### src/shared/dmx_pkg.sv
// Opcodes, bit area base, timing and reset values for the data-move executor
package dmx_pkg;
    typedef enum logic [3:0] {
        OP_NONE,
        OP_BIT2C,
        OP_DATA_POINTER_IMM,
        OP_REG_IMM,
        OP_A2REG,
        OP_DIR2REG,
        OP_C2BIT,
        OP_IMM2DIR,
        OP_IND2DIR,
        OP_A2DIR,
        OP_REG2DIR,
        OP_DIR2DIR,
        OP_CODE_DATA_POINTER,
        OP_CODE_PC
    } op_e;

    // Full opcodes
    localparam logic [7:0] OPC_BIT2C     = 8'ha2;
    localparam logic [7:0] OPC_DATA_POINTER_IMM  = 8'h90;
    localparam logic [7:0] OPC_C2BIT     = 8'h92;
    localparam logic [7:0] OPC_IMM2DIR   = 8'h75;
    localparam logic [7:0] OPC_A2DIR     = 8'hf5;
    localparam logic [7:0] OPC_DIR2DIR   = 8'h85;
    localparam logic [7:0] OPC_CODE_DATA_POINTER = 8'h93;
    localparam logic [7:0] OPC_CODE_PC   = 8'h83;
    // Upper five bits, register in the low three
    localparam logic [4:0] OPC5_REG_IMM  = 5'h0f;
    localparam logic [4:0] OPC5_A2REG    = 5'h1f;
    localparam logic [4:0] OPC5_DIR2REG  = 5'h15;
    localparam logic [4:0] OPC5_REG2DIR  = 5'h11;
    // Upper seven bits, pointer register in bit 0
    localparam logic [6:0] OPC7_IND2DIR  = 7'h43;

    // Bit-addressable area for bit addresses below 128
    localparam logic [7:0] BIT_AREA_BASE = 8'h20;
    // Clocks per machine cycle
    localparam logic [2:0] CLKS_PER_CYC  = 3'h2;

    // Reset values
    localparam logic [7:0]  ACC_RST  = 8'h00;
    localparam logic [15:0] DATA_POINTER_RST = 16'h0000;
    localparam logic [15:0] PC_RST   = 16'h0000;
    localparam logic [7:0]  WREG_RST = 8'h00;
endpackage

### src/shared/dmx_dec_if.sv
// Opcode in, decoded operation, length and cycle count out
`timescale 1ns/1ps
interface dmx_dec_if;
    logic [7:0]     opcode;
    dmx_pkg::op_e   op;
    logic [1:0]     len;
    logic [1:0]     cyc;

    modport dec (input opcode, output op, len, cyc);
    modport user (output opcode, input op, len, cyc);
endinterface

### src/rtl/dmx_decode.sv
// Opcode decoder for the data-move group
`timescale 1ns/1ps
module dmx_decode (
    // Decode port
    dmx_dec_if.dec dec
);
    wire [7:0] opc = dec.opcode;
    wire h_bit2c = opc == dmx_pkg::OPC_BIT2C;
    wire h_data_pointer  = opc == dmx_pkg::OPC_DATA_POINTER_IMM;
    wire h_rimm  = opc[7:3] == dmx_pkg::OPC5_REG_IMM;
    wire h_a2r   = opc[7:3] == dmx_pkg::OPC5_A2REG;
    wire h_d2r   = opc[7:3] == dmx_pkg::OPC5_DIR2REG;
    wire h_c2bit = opc == dmx_pkg::OPC_C2BIT;
    wire h_i2d   = opc == dmx_pkg::OPC_IMM2DIR;
    wire h_ind   = opc[7:1] == dmx_pkg::OPC7_IND2DIR;
    wire h_a2d   = opc == dmx_pkg::OPC_A2DIR;
    wire h_r2d   = opc[7:3] == dmx_pkg::OPC5_REG2DIR;
    wire h_d2d   = opc == dmx_pkg::OPC_DIR2DIR;
    wire h_cdp   = opc == dmx_pkg::OPC_CODE_DATA_POINTER;
    wire h_cpc   = opc == dmx_pkg::OPC_CODE_PC;

    assign dec.op = h_bit2c ? dmx_pkg::OP_BIT2C :
                    h_data_pointer  ? dmx_pkg::OP_DATA_POINTER_IMM :
                    h_rimm  ? dmx_pkg::OP_REG_IMM :
                    h_a2r   ? dmx_pkg::OP_A2REG :
                    h_d2r   ? dmx_pkg::OP_DIR2REG :
                    h_c2bit ? dmx_pkg::OP_C2BIT :
                    h_i2d   ? dmx_pkg::OP_IMM2DIR :
                    h_ind   ? dmx_pkg::OP_IND2DIR :
                    h_a2d   ? dmx_pkg::OP_A2DIR :
                    h_r2d   ? dmx_pkg::OP_REG2DIR :
                    h_d2d   ? dmx_pkg::OP_DIR2DIR :
                    h_cdp   ? dmx_pkg::OP_CODE_DATA_POINTER :
                    h_cpc   ? dmx_pkg::OP_CODE_PC : dmx_pkg::OP_NONE;

    // Byte length and machine cycles
    wire three = h_data_pointer | h_i2d | h_d2d;
    wire two   = h_bit2c | h_rimm | h_d2r | h_c2bit | h_ind | h_a2d | h_r2d;
    assign dec.len = three ? 2'd3 : two ? 2'd2 : 2'd1;
    wire slow = h_data_pointer | h_d2r | h_c2bit | h_i2d | h_ind | h_r2d | h_d2d | h_cdp | h_cpc;
    assign dec.cyc = slow ? 2'd2 : 2'd1;
endmodule // dmx_decode

### src/rtl/dmx_bit_unit.sv
// Bit address to byte address, bit select and carry merge
`timescale 1ns/1ps
module dmx_bit_unit (
    // Operands
    input  wire logic [7:0] i_bit_addr,
    input  wire logic [7:0] i_rdata,
    input  wire logic       i_carry,
    // Results
    output logic [7:0]      o_byte_addr,
    output logic            o_bit,
    output logic [7:0]      o_merged
);
    wire [7:0] low_byte = dmx_pkg::BIT_AREA_BASE | {4'h0, i_bit_addr[6:3]};
    assign o_byte_addr = i_bit_addr[7] ? {i_bit_addr[7:3], 3'b000} : low_byte;
    assign o_bit = i_rdata[i_bit_addr[2:0]];

    // Replace only the addressed bit
    for (genvar g = 0; g < 8; g++)
    begin : g_mrg
        assign o_merged[g] = (i_bit_addr[2:0] == 3'(g)) ? i_carry : i_rdata[g];
    end
endmodule // dmx_bit_unit

### src/rtl/data_move_instruction_exec.sv
// Data-move instruction executor: sequencing, state and memory ports
`timescale 1ns/1ps
module data_move_instruction_exec (
    // Clock and reset
    input  wire logic        i_clk,
    input  wire logic        i_nrst,
    // Instruction from fetch
    input  wire logic        i_instr_valid,
    input  wire logic [7:0]  i_opcode,
    input  wire logic [7:0]  i_arg1,
    input  wire logic [7:0]  i_arg2,
    output logic             o_instr_ready,
    output logic             o_instr_done,
    output logic             o_unknown,
    // Internal data memory
    output logic             o_dmem_re,
    output logic [7:0]       o_dmem_raddr,
    input  wire logic [7:0]  i_dmem_rdata,
    output logic             o_dmem_we,
    output logic [7:0]       o_dmem_waddr,
    output logic [7:0]       o_dmem_wdata,
    // Code memory
    output logic             o_cmem_re,
    output logic [7:0]       o_port2,
    output logic [7:0]       o_port0,
    input  wire logic [7:0]  i_code_rdata,
    // Processor state
    output logic [7:0]       o_acc,
    output logic             o_carry,
    output logic             o_parity,
    output logic [15:0]      o_data_pointer,
    output logic [15:0]      o_pc,
    output logic [63:0]      o_working_register
);
    logic          busy_q;
    logic [2:0]    step_q;
    logic [2:0]    last_q;
    dmx_pkg::op_e  op_q;
    logic [7:0]    opc_q;
    logic [7:0]    arg1_q;
    logic [7:0]    arg2_q;
    logic [1:0]    len_q;
    logic [7:0]    acc_q;
    logic          carry_q;
    logic          parity_q;
    logic [15:0]   data_pointer_q;
    logic [15:0]   pc_q;
    logic [7:0]    wr_q [8];

    dmx_dec_if dec_bus ();
    assign dec_bus.opcode = i_opcode;
    dmx_decode u_dec (
        .dec (dec_bus)
    );

    // Step decoding
    wire take  = i_instr_valid & o_instr_ready;
    wire first = busy_q & (step_q == 3'd0);
    wire work  = busy_q & (step_q == 3'd1);
    wire fin   = busy_q & (step_q == last_q);
    wire [2:0] sel = opc_q[2:0];

    wire is_b2c  = op_q == dmx_pkg::OP_BIT2C;
    wire is_data_pointer = op_q == dmx_pkg::OP_DATA_POINTER_IMM;
    wire is_rimm = op_q == dmx_pkg::OP_REG_IMM;
    wire is_a2r  = op_q == dmx_pkg::OP_A2REG;
    wire is_d2r  = op_q == dmx_pkg::OP_DIR2REG;
    wire is_c2b  = op_q == dmx_pkg::OP_C2BIT;
    wire is_i2d  = op_q == dmx_pkg::OP_IMM2DIR;
    wire is_ind  = op_q == dmx_pkg::OP_IND2DIR;
    wire is_a2d  = op_q == dmx_pkg::OP_A2DIR;
    wire is_r2d  = op_q == dmx_pkg::OP_REG2DIR;
    wire is_d2d  = op_q == dmx_pkg::OP_DIR2DIR;
    wire is_cdp  = op_q == dmx_pkg::OP_CODE_DATA_POINTER;
    wire is_cpc  = op_q == dmx_pkg::OP_CODE_PC;
    wire is_bit  = is_b2c | is_c2b;

    // Bit address handling
    wire [7:0] bit_byte;
    wire       bit_val;
    wire [7:0] bit_merged;
    dmx_bit_unit u_bit (
        .i_bit_addr  (arg1_q),
        .i_rdata     (i_dmem_rdata),
        .i_carry     (carry_q),
        .o_byte_addr (bit_byte),
        .o_bit       (bit_val),
        .o_merged    (bit_merged)
    );

    // Data memory read in step 0, data back in step 1
    wire need_rd = is_bit | is_ind | is_d2r | is_d2d;
    wire [7:0] ind_ptr = wr_q[{2'b00, opc_q[0]}];
    assign o_dmem_re    = first & need_rd;
    assign o_dmem_raddr = is_bit ? bit_byte : is_ind ? ind_ptr : arg1_q;

    // Data memory write in step 1
    wire need_wr = is_c2b | is_i2d | is_ind | is_a2d | is_r2d | is_d2d;
    assign o_dmem_we    = work & need_wr;
    assign o_dmem_waddr = is_c2b ? bit_byte : is_d2d ? arg2_q : arg1_q;
    assign o_dmem_wdata = is_c2b ? bit_merged :
                          is_i2d ? arg2_q :
                          is_a2d ? acc_q :
                          is_r2d ? wr_q[sel] :
                          i_dmem_rdata;

    // Code table address
    wire [15:0] pc_inc    = pc_q + 16'h0001;
    wire [15:0] code_base = is_cpc ? pc_inc : data_pointer_q;
    wire [15:0] code_addr = code_base + {8'h00, acc_q};
    assign o_cmem_re = first & (is_cdp | is_cpc);
    assign o_port2   = code_addr[15:8];
    assign o_port0   = code_addr[7:0];

    // Handshake
    assign o_instr_ready = ~busy_q;
    assign o_instr_done  = fin;
    assign o_unknown     = fin & (op_q == dmx_pkg::OP_NONE);

    // Sequencer
    always_ff @(posedge i_clk or negedge i_nrst)
    begin
        if (!i_nrst)
        begin
            busy_q <= 1'b0;
            step_q <= 3'd0;
            last_q <= 3'd0;
            op_q   <= dmx_pkg::OP_NONE;
            opc_q  <= 8'h00;
            arg1_q <= 8'h00;
            arg2_q <= 8'h00;
            len_q  <= 2'd0;
        end
        else if (take)
        begin
            busy_q <= 1'b1;
            step_q <= 3'd0;
            last_q <= 3'(dec_bus.cyc * dmx_pkg::CLKS_PER_CYC - 3'd1);
            op_q   <= dec_bus.op;
            opc_q  <= i_opcode;
            arg1_q <= i_arg1;
            arg2_q <= i_arg2;
            len_q  <= dec_bus.len;
        end
        else if (busy_q)
        begin
            busy_q <= ~fin;
            step_q <= step_q + 3'd1;
        end
    end

    // Accumulator, carry, data pointer, program counter
    always_ff @(posedge i_clk or negedge i_nrst)
    begin
        if (!i_nrst)
        begin
            acc_q    <= dmx_pkg::ACC_RST;
            parity_q <= 1'b0;
            carry_q  <= 1'b0;
            data_pointer_q   <= dmx_pkg::DATA_POINTER_RST;
            pc_q     <= dmx_pkg::PC_RST;
        end
        else
        begin
            if (work & (is_cdp | is_cpc))
            begin
                acc_q    <= i_code_rdata;
                parity_q <= ^i_code_rdata;
            end
            if (work & is_b2c)
                carry_q <= bit_val;
            if (work & is_data_pointer)
                data_pointer_q <= {arg1_q, arg2_q};
            if (first & is_cpc)
                pc_q <= pc_inc;
            else if (fin & ~is_cpc)
                pc_q <= pc_q + {14'h0000, len_q};
        end
    end

    // Working registers
    wire       wreg_wr = work & (is_rimm | is_a2r | is_d2r);
    wire [7:0] wreg_d  = is_rimm ? arg1_q : is_a2r ? acc_q : i_dmem_rdata;
    for (genvar g = 0; g < 8; g++)
    begin : g_wr
        always_ff @(posedge i_clk or negedge i_nrst)
        begin
            if (!i_nrst)
                wr_q[g] <= dmx_pkg::WREG_RST;
            else if (wreg_wr && sel == 3'(g))
                wr_q[g] <= wreg_d;
        end
        assign o_working_register[g*8 +: 8] = wr_q[g];
    end

    assign o_acc          = acc_q;
    assign o_carry        = carry_q;
    assign o_parity       = parity_q;
    assign o_data_pointer = data_pointer_q;
    assign o_pc           = pc_q;
endmodule // data_move_instruction_exec

### config.mk
export PLATFORM = sky130hd
export DESIGN_NAME = data_move_instruction_exec
export DESIGN_NICKNAME = d
export VERILOG_FILES = /design/src/shared/dmx_pkg.sv /design/src/shared/dmx_dec_if.sv /design/src/rtl/dmx_decode.sv /design/src/rtl/dmx_bit_unit.sv /design/src/rtl/data_move_instruction_exec.sv
export SDC_FILE = /design/constraint.sdc
export NUM_CORES = 1
export LEC_CHECK = 0
export ABC_AREA = 1
export BUFFER_PORTS_ARGS = -buffer_cell sky130_fd_sc_hd__buf_4
export CORE_ASPECT_RATIO = 1.4
export CORE_MARGIN = 4
export CORE_UTILIZATION = 45
export DETAILED_ROUTE_END_ITERATION = 12
export GPL_ROUTABILITY_DRIVEN = 1
export PLACE_DENSITY = 0.67
export RECOVER_POWER = 25
export REMOVE_ABC_BUFFERS = 1
export SLEW_MARGIN = 0
export SYNTH_ARGS = -nofsm -noshare
export SYNTH_HDL_FRONTEND = slang
export SYNTH_HIERARCHICAL = 1
export SYNTH_SLANG_ARGS = --single-unit
### constraint.sdc
create_clock -name i_clk -period 3.1 [get_ports i_clk]
set_input_delay 0.155 -clock i_clk [delete_from_list [all_inputs] [get_ports i_clk]]
set_output_delay 0.155 -clock i_clk [all_outputs]
set_load 0.1 [all_outputs]
Word level (Yosys, flattened, before mapping)
Cells that the tools add are included.

cells by class
  add/subtract/negate cells = 5
  order comparisons = 3
  eq/ne operators = 42
  multiplexer cells = 50
  bitwise operators = 47
  reduce and logical (&&, ||, !) cells = 15

operators with widths
  kind                   count
  $mux 8                 15
  $eq 8x8->1 const B     7
  $mux 4                 13
  $bmux 8 s3             2
  $mux 16                3
  $or 1x1->1             28
  $eq 3x3->1 const B     8
  $eq 4x4->1 const B     6
  $add 16x1->16 const B  1
  $add 16x2->16          1
  $add 16x8->16          1
  $eq 4x3->1 const B     4
  $eq 5x5->1 const B     3
  $and 1x1->1            14
  $eq 3x2->1 const B     4
  $mux 1                 11
  $eq 3x1->1 const B     3
  $logic_not 3->1        3
  $eq 4x2->1 const B     2
  $eq 8x7->1 const B     1
  $ge 4x4->1 const B     2
  $logic_and 1x1->1      8
  $reduce_xor 8->1       1
  $eq 7x7->1 const B     1
  14 further kinds       20

word-level totals
  flip-flop bits (word level) = 138
  output and inout bits = 152

Depth between registers and ports, before layout
Gate-level depths: netlist (run 1).

  word-level depth = 14
  depth in mapped cells = 20
  gate-level depth less buffers = 18

Modules after synthesis
The synthesis (run 1) kept the hierarchy.

by module, submodules not included
  module                      times used  cells an instance  area each (um2)
  data_move_instruction_exec  1           1112               8272.9
  dmx_decode                  1           80                 380.4
  dmx_bit_unit                1           67                 295.3

Least setup slack after synthesis (run 1)
OpenSTA, ideal clock, no wires.

  path type = flip-flop to output port
  start point = register pc_q[2] (netlist: o_pc[2])
  end point = output port o_port2[4]
  arrival time = 4.442 ns
  required time = 2.945 ns
  slack = -1.497 ns
  stages on the path, launching flop included = 14
  path through = dfrtp_1 -> clkbuf_2 -> nand3_1 -> nor2_2 -> nand2_1 -> xor2_1 -> o21ai_0 -> ha_1 -> nand4_1 -> or2_2 -> nand2_1 -> nand3_1 -> nor2_2 -> xor2_1

between the ends
  word-level cells in the longest chain between the ends = 3

RTL lines
  element                 RTL line                           RTL
  start, declared         data_move_instruction_exec.sv:47   logic [15:0] pc_q;
  start signal, assigned  data_move_instruction_exec.sv:161  pc_q <= dmx_pkg::PC_RST;
  start signal, assigned  data_move_instruction_exec.sv:175  pc_q <= pc_inc;
  start signal, assigned  data_move_instruction_exec.sv:177  pc_q <= pc_q + {14'h0000, len_q};
  $add 16x1->16           data_move_instruction_exec.sv:108  wire [15:0] pc_inc = pc_q + 16'h0001;
  $mux 16                 data_move_instruction_exec.sv:109  wire [15:0] code_base = is_cpc ? pc_inc : data_pointer_q;
  $add 16x8->16           data_move_instruction_exec.sv:110  wire [15:0] code_addr = code_base + {8'h00, acc_q};
  end, declared           data_move_instruction_exec.sv:24   output logic [7:0] o_port2,

No other way between the ends.

Final worst setup path (run 1)
  start point = register pc_q[0] (netlist: o_pc[0])
  end point = output port o_port2[3]

Same word-level chain as after synthesis.

==> flow_summary.toml, run 1 <==
[routing]
wl_per_cell_um = 18.2
viasPerCell = 5.30
firstDrtPassIters = 6
ant_nets = 0
drc = 0
drt-total-wl_mm = 32.2
vias = 9400
drtIter0Drc = 500

[worst_setup_path]
cpPeakStageDelay_ps = 410
path_max_fanout = 3
r2r_cells = 12
path_delay_family = "simple AND/OR/NAND/NOR gates"
critPathBufInv = 4
worstSetupPathType = "reg -> out"
cp.depth = 16
slowest_stage = "dfrtp_1"
crit_path_end_kind = "output port"
worst-endpoint-arrival_ps = 3020
worstPathCellList = "buf_4 > ha_2 > xor2_1 > inv_1 > o21ai_1 > ha_1 > buf_6 > nand2_1 > nand3_2 > nand2_1 > nand2_2 > nand3_4 > nand2_4 > nand2_4 > xnor2_2 > buf_8"
crit_required_ps = 2940
start_kind = "register"

[outcome]
violations = "max-capacitance violations, max-slew violations, negative setup slack"
status = "finished with violations"

[run]
drv_cap = 1

[floorplanning]
die_y_um = 175
die-area_sq_um = 22200
fp.coreArea_sq_um = 19400
initial_core_util = 0.462
rows = 60
io_pins = 195
die_w_um = 127

[synth]
synth_edf_count = 0
async_flop_share = 1.00
ys_ff_latch = 138
syn_avg_cell_area_sq_um = 7.11
syn_area_sq_um = 8950
seq_area_frac_synth = 0.386
synth_cell_types = 47
yosysWarnings = 6
synthCells = 1259
synth_ff_type = "dfrtp_1"

[cts]
numClockSinks = 138
clock-root-buffer = "clkbuf_16"
cts_tree = "built"
cts_buffers = 17
clockBufferDepth = 2
htree_levels = 4
cts.clk_slew.worst_paths_ps = 60
worstSkewPairLatency_ps = 420

[min_path]
whs_path_depth = 3
min_path_type = "in -> reg"

[timing]
setup_ws_ps = -70.4
setup_violations = 6
hold_slack_ps = 12.6
period_needed_ps = 3170
grt_setup_unrepaired = "true"
timing.fmax_mhz = 315
setup_tns_ps = -229
hold_viol = 0
slew_viol_final = 70
slew_headroom = -0.196
tightest_slew_ps = 1790
finalCritPeriodShare = 1.02
fin_worst_skew_ps = 14.0

[global_route]
overflow = 0
antenna_found_initial = 1
grt_first_pass_wirelength_mm = 49.7
grt_pass1_vias = 9239
grt_start_max_net_pins = 70
grtUsageTotal = 0.284

[placement]
numPortBuffers = 194
post-dp-hpwl_mm = 24.5
preCtsSetupSlack_ps = 41.0
gp_congestion = 0.943

[final_layout]
synthToLayoutAreaGrowth_pct = 36.0
nNetsFinal = 1572
num_antenna_cells = 0
drive_gt1_frac = 0.263
post-route-util = 0.628
-- final cells by class --
type / count / area, sq um
fillers: 1810 / 7200
multi-input cells: 917 / 4970
flip-flops and latches: 138 / 3460
repair buffers: 278 / 2240
inverters: 159 / 608
clock buffers: 17 / 425
well taps: 248 / 310
clock inverters: 15 / 164
-- state kept, by name, summed over array words and instances (netlist names) --
name and count:
arg2_q 8, busy_q 1, arg1_q 8, step_q 3, op_q 4, o_pc 16, o_data_pointer 16, opc_q 3
o_parity 1, o_carry 1, o_acc 8, len_q 2, o_working_register 64, last_q 3
-- worst min-delay path: stages --
cell,delay [ps]
buf_4,80
nor2_1,50
a21oi_1,110
-- kinds of logic (layout without fill, tap and decap cells) --
| group | Yosys count | count (layout) | synth area share |
|---|---|---|---|
| AND/OR/NAND/NOR | 571 | 571 | 0.275 |
| AO/OA/AOI/OAI | 296 | 296 | 0.187 |
| buffers and inverters | 204 | 469 | 0.0934 |
| flip-flops | 138 | 138 | 0.386 |
| XOR/XNOR | 30 | 30 | 0.0294 |
| adder cells (fa/ha/maj) | 18 | 18 | 0.0268 |
| multiplexers | 2 | 2 | 0.00252 |
-- synth_stat cells (2+ instances only) --
cell	number	area, sq um
nand2_2	10	62.6
nor3_1	3	15.0
nand2_1	367	1380
inv_1	145	544
o21ai_1	6	30.0
o221ai_1	2	17.5
nand3_2	7	70.1
buf_2	21	105
clkbuf_1	16	60.1
o211ai_1	25	188
nor2_4	6	67.6
o21ai_0	157	786
o21ai_2	2	17.5
buf_4	4	30.0
dfrtp_1	138	3450
nand4_1	10	62.6
o22ai_1	3	18.8
mux2_2	2	22.5
or2_2	5	31.3
clkinv_1	3	11.3
a21oi_1	60	300
o21a_1	15	113
nor3_4	3	48.8
nand3_1	52	260
buf_6	3	33.8
xnor2_1	8	70.1
xor2_1	22	193
ha_1	16	200
inv_2	10	37.5
nor2_1	92	345
a22oi_1	7	52.6
fa_1	2	40.0
nor2_2	10	62.6
o2111ai_1	8	70.1
a31oi_1	7	43.8
-- through the flow --
stage / cell area, sq um / std cells
finish: 12200 / 1772
global route: 12200 / 1772
CTS: 11900 / 1762
detailed placement: 10800 / 1695
global placement: 10800 / 1695
floorplan: 8710 / 1214
-- repair_timing --
| item | CTS | global route |
|---|---|---|
| pin swaps | 16 | 25 |
| resized for setup | 59 | 42 |
| setup endpoints to repair | 9 | 11 |
| hold buffers | 20 | 0 |
| setup buffers | 15 | 10 |
| hold endpoints to repair | 86 | 0 |
-- routing by layer --
metal	GRT usage	vias to the layer above	routed length (um)
met4	0.127	2	1260
met3	0.0514	74	2060
met1	0.328	4371	12500
li1	-	4595	-
met2	0.506	358	16400
met5	0	-	9
-- cells in the final DEF, fill, tap and decap left out, types with 20 or more instances in the layout --
| cell | n |
|---|---|
| a21oi_1 | 58 |
| buf_4 | 238 |
| dfrtp_1 | 136 |
| dlygate4sd3_1 | 20 |
| inv_1 | 143 |
| nand2_1 | 352 |
| nand2_2 | 22 |
| nand3_1 | 44 |
| nor2_1 | 90 |
| o211ai_1 | 25 |
| o21ai_0 | 150 |
-- path summary, 6_finish.rpt --
path	start	to	slack (ps)
max in group asynchronous	i_nrst	o_acc[5]$_DFFE_PN0P_	600
hold reg to reg	last_q[0]$_DFFE_PN0P_	last_q[0]$_DFFE_PN0P_	490
hold / removal	i_arg2[7]	arg2_q[7]$_DFFE_PN0P_	10
setup / recovery	o_pc[0]$_DFFE_PN0P_	o_port2[3]	-70
min in group asynchronous	i_nrst	step_q[1]$_DFFE_PN0P_	720
setup reg to reg	op_q[1]$_DFFE_PN0P_	o_working_register[51]$_DFFE_PN0P_	500
Power of run 1 is not shown: default switching activity piles up to over one toggle a cycle in this logic, so the estimate is an artifact.
==> run 2, diff against run 1 <==
- CORE_ASPECT_RATIO: 1.4 -> 0.5
- SYNTH_HIERARCHICAL: 1 -> unset
==> flow_summary.toml, run 2 <==
[timing]
slew_headroom = 0.0655
slew_viol_final = 0
fin_worst_skew_ps = 9.43
grt_setup_unrepaired = "true"
finalCritPeriodShare = 1.04
period_needed_ps = 3210
timing.fmax_mhz = 311
tightest_slew_ps = 1400
hold_viol = 0
setup_ws_ps = -112
setup_violations = 4

[min_path]
whs_path_depth = 3
hold_end = "busy_q$_DFF_PN0_"
hold_start = "i_instr_valid"
min_path_type = "in -> reg"

[floorplanning]
rows = 35
die_w_um = 204
io_pins = 195
fp.coreArea_sq_um = 18600
die-area_sq_um = 21600
die_y_um = 106
initial_core_util = 0.463

[synth]
async_flop_share = 1.00
synth_ff_type = "dfrtp_1"
yosysMostFrequentCell = "nand2_1"
synth_top_area_frac = 0.398
synth_area_leader_cell = "dfrtp_1"
synth_cell_types = 46
syn_avg_cell_area_sq_um = 7.22
ys_top_cells_by_area = "dfrtp_1 (40%), nand2_1 (15%), o21ai_0 (8.4%)"
synthCells = 1193
ys_ff_latch = 137
syn_area_sq_um = 8620
synth_edf_count = 0
seq_area_frac_synth = 0.398
synth_common_cells = "nand2_1 (355), o21ai_0 (144), dfrtp_1 (137)"
yosysWarnings = 0

[routing]
wl_per_cell_um = 18.8
drc = 0
vias = 9385
ant_nets = 0
viasPerCell = 5.49
drt-total-wl_mm = 32.2
firstDrtPassIters = 5
drtIter0Drc = 735

[global_route]
antenna_found_initial = 0
grt_first_pass_wirelength_mm = 49.4
overflow = 0
grtUsageTotal = 0.292
grt_start_max_net_pins = 57
grt_pass1_vias = 8957

[cts]
clockBufferDepth = 2
htree_levels = 4
cts.clk_slew.worst_paths_ps = 70
worstSkewPairLatency_ps = 430
clock-root-buffer = "clkbuf_16"
cts_buffers = 17
numClockSinks = 137
cts_tree = "built"

[placement]
numPortBuffers = 194
gp_congestion = 0.933
post-dp-hpwl_mm = 23.8
preCtsSetupSlack_ps = 114

[final_layout]
nNetsFinal = 1497
num_antenna_cells = 0
final_cell_mix = "nand2_1 (343), buf_4 (229), o21ai_0 (137)"
synthToLayoutAreaGrowth_pct = 35.7
largest_reg_flops = 64
final_common_cell = "nand2_1"
drive_gt1_frac = 0.259

[outcome]
violations = "negative setup slack"
status = "finished with violations"

[worst_setup_path]
crit_required_ps = 2940
worstSetupPathType = "reg -> out"
worstReg2RegEnd = "o_pc[8]$_DFFE_PN0P_"
crit_path_end_kind = "output port"
rr_startpoint = "o_pc[0]$_DFFE_PN0P_"
path_max_fanout = 6
start_kind = "register"
r2r_cells = 9
reg2reg_slack_ps = 710
worst-endpoint-arrival_ps = 3060

[run]
drv_cap = 0
==> run 2: cell count changes after synthesis, moves of 12 or more <==
| cell | previous run | this run |
|---|---|---|
| o21a_1 | 15 | 0 |
| o21ai_0 | 157 | 144 |
| nand2_1 | 367 | 355 |
| inv_1 | 145 | 113 |
| a21oi_1 | 60 | 41 |
| o21ai_1 | 6 | 38 |
| nor2_1 | 92 | 69 |
==> run 2: metal layers <==
metal	part of all wire	track usage	vias up
met2	0.47	0.475	374
met5	0	0	-
met1	0.44	0.401	4510
met3	0.068	0.0464	63
met4	0.025	0.0928	0
li1	-	-	4438
==> run 2: cell type report <==
class | count | area [sq um]
Inverter | 129 | 487
Tap cell | 259 | 324
Timing Repair Buffer | 268 | 2180
Clock inverter | 12 | 164
Multi-Input combinational cell | 884 | 4650
Fill cell | 1689 | 6920
Sequential cell | 137 | 3430
Clock buffer | 19 | 443
Timing Repair inverter | 1 | 7.51
==> run 2: repair_timing <==
action	CTS	global route
buffers inserted	17	7
endpoints found under the setup margin	11	13
pin swaps	11	20
hold endpoints to repair	74	0
gates cloned	1	0
hold buffers	25	0
resized for setup	36	43
==> run 2: per-stage QoR <==
step           utilization  hold slack, ps  cell area, sq um  instances  setup TNS [ps]
2_1_floorplan            -            -141              8380       1150          -18140
3_3_place_gp         0.557             132             10400       1629               0
3_5_place_dp         0.557             139             10400       1629               0
4_1_cts              0.619            10.6             11500       1703               0
5_1_grt              0.628            53.5             11700       1709           -1320
6_report             0.628            9.33             11700       1709            -257
==> run 2: worst max-delay path by stage <==
stage / startpoint / to / cells after the start
after floorplan: o_pc[1]$_DFFE_PN0P_ / o_port2[3] / 16
after global placement: op_q[1]$_DFFE_PN0P_ / o_port2[6] / 16
after detailed placement: op_q[0]$_DFFE_PN0P_ / o_port2[6] / 15
after CTS: op_q[1]$_DFFE_PN0P_ / o_port2[2] / 18
after global routing: o_pc[2]$_DFFE_PN0P_ / o_port2[7] / 15
final: op_q[2]$_DFFE_PN0P_ / o_port2[6] / 16
==> run 2: cells by family after synthesis <==
group / after synthesis / share of synthesized area
and+or+nand+nor: 551 / 0.275
AOI/OAI and AO/OA: 286 / 0.184
buffers and inverters: 172 / 0.0845
DFF: 137 / 0.398
xor gates and xnor gates: 25 / 0.0254
adders and majority gates: 16 / 0.0250
muxes: 6 / 0.00784
==> run 2: critical path: stages (launching register included) <==
cell and delay [ps]:
dfrtp_1 420, nand3_4 120, nor2_4 40, buf_12 130, clkinvlp_4 120, nand2_1 60
nand2_1 70, ha_2 180, inv_2 40, fa_2 380, o21ai_4 180, a21oi_2 80
nor2_2 140, nand3_2 150, o21ai_1 230, nand2_2 100, buf_12 170
Power of run 2 is left out for the same reason.
==> run 3, diff against run 2 <==
- PLACE_DENSITY: 0.67 -> unset
- PLACE_DENSITY_LB_ADDON: unset -> 0.2
==> flow_summary.toml, run 3 (synthesis results as in run 2) <==
[run]
drv_cap = 1

[final_layout]
largest_reg_flops = 64
final_common_cell = "nand2_1"
fillCellCount = 1668
post-route-util = 0.629
final_cell_mix = "nand2_1 (336), buf_4 (233), o21ai_0 (137)"
drive_gt1_frac = 0.263
nNetsFinal = 1504
fin_area_sq_um = 11700
num_antenna_cells = 0
synthToLayoutAreaGrowth_pct = 35.9

[global_route]
top_usage_layer = "met2"
use_met1 = 0.386
grt_first_pass_wirelength_mm = 49.0
grt_start_max_net_pins = 86
grt_use_met3 = 0.0655
overflow = 0
grt_pass1_vias = 8722
grtUsageTotal = 0.291
antenna_found_initial = 0
grt.met2_usage = 0.487

[worst_setup_path]
critPathBufInv = 4
start_kind = "register"
path_delay_family = "simple AND/OR/NAND/NOR gates"
worstSetupPathType = "reg -> out"
cpPeakStageDelay_ps = 390
crit_path_end_kind = "output port"
worst-endpoint-arrival_ps = 2940
worstPathCellList = "inv_2 > nand3_4 > nor2_4 > clkinv_4 > nand2_1 > o21ai_1 > ha_1 > a21oi_1 > o21ai_4 > a21oi_2 > nor2_2 > nand3_2 > inv_2 > nor2_1 > buf_6"
cp_common_cell = "inv_2"
slowest_stage = "dfrtp_1"
crit_required_ps = 2940
path_max_fanout = 7

[floorplanning]
initial_core_util = 0.463
rows = 35
die_w_um = 204
die-area_sq_um = 21600
io_pins = 195
fp.coreArea_sq_um = 18600
die_y_um = 106

[cts]
worstSkewPairLatency_ps = 430
cts.clk_slew.worst_paths_ps = 70
htree_levels = 4
cts_tree = "built"
numClockSinks = 137
cts_buffers = 17
clockBufferDepth = 2
clock-root-buffer = "clkbuf_16"

[placement]
numPortBuffers = 194
post-dp-hpwl_mm = 23.6
gp_congestion = 0.965
placement.cell_area_sq_um = 10300

[routing]
vias = 9478
wl_per_cell_um = 18.9
drc = 0
drtIter0Drc = 906
firstDrtPassIters = 5
viasPerCell = 5.52
ant_nets = 0
drt-total-wl_mm = 32.4

[timing]
tightest_slew_ps = 2140
hold_slack_ps = 9.26
period_needed_ps = 3100
fin_worst_skew_ps = 9.26
setup_violations = 0
hold_viol = 0
grt_setup_unrepaired = "true"
timing.fmax_mhz = 323
finalCritPeriodShare = 0.999
slew_headroom = -0.430
slew_viol_final = 86

[min_path]
min_path_type = "in -> reg"

[outcome]
violations = "max-capacitance violations, max-slew violations"
status = "finished with violations"
## run 3: area by class of cell
type / instances / area, sq um / area share
Clock inverter: 14 / 161 / 0.0138
Inverter: 129 / 489 / 0.0418
Timing Repair inverter: 1 / 8.76 / 0.000748
Timing Repair Buffer: 275 / 2190 / 0.187
Clock buffer: 18 / 439 / 0.0375
Multi-Input combinational cell: 884 / 4670 / 0.399
Tap cell: 259 / 324 / 0.0277
Sequential cell: 137 / 3430 / 0.293
## run 3: stage by stage
stage          worst slack [ps]  std cells  setup TNS, ps
2_1_floorplan             -1330       1150         -18140
3_3_place_gp                173       1625              0
3_5_place_dp                137       1625              0
4_1_cts                   -4.55       1704          -4.55
5_1_grt                    -176       1717          -1280
6_report                   3.30       1717              0
## run 3: worst register-to-register path: stages (launching register included)
cell and delay, ps:
dfrtp_1 390, inv_2 80, nand3_4 80, nor2_4 220, buf_4 180, inv_6 40, buf_4 120, buf_4 140
nor2_4 310, inv_2 240, nand3_1 210, o21ai_0 200, nand2_1 90, o21ai_0 70
## run 3: metal layers
layer | up-vias | wire [um]
met5 | - | 0
met4 | 0 | 628
met3 | 52 | 2540
met2 | 425 | 15500
met1 | 4552 | 13800
li1 | 4449 | -
## run 3: path summary, 6_finish.rpt
path                                          to  cells past startpoint             startpoint  slack, ps
min                             busy_q$_DFF_PN0_                      3          i_instr_valid          9
max reg2reg                  o_pc[7]$_DFFE_PN0P_                     13    op_q[1]$_DFFE_PN0P_        590
max                                   o_port2[2]                     15    op_q[1]$_DFFE_PN0P_          3
min reg2reg                last_q[0]$_DFFE_PN0P_                      2  last_q[0]$_DFFE_PN0P_        490
min in group asynchronous   o_acc[7]$_DFFE_PN0P_                      2                 i_nrst        900
max in group asynchronous    o_pc[5]$_DFFE_PN0P_                      3                 i_nrst        770
## run 3: repair_timing
item / 4_1_cts / 5_1_grt
resized for setup: 39 / 47
hold endpoints to repair: 105 / 0
buffers inserted: 23 / 12
hold buffers: 24 / 0
pin swaps: 11 / 31
setup endpoints to repair: 10 / 12
gates cloned: 0 / 1
Power of run 3 is left out for the same reason.
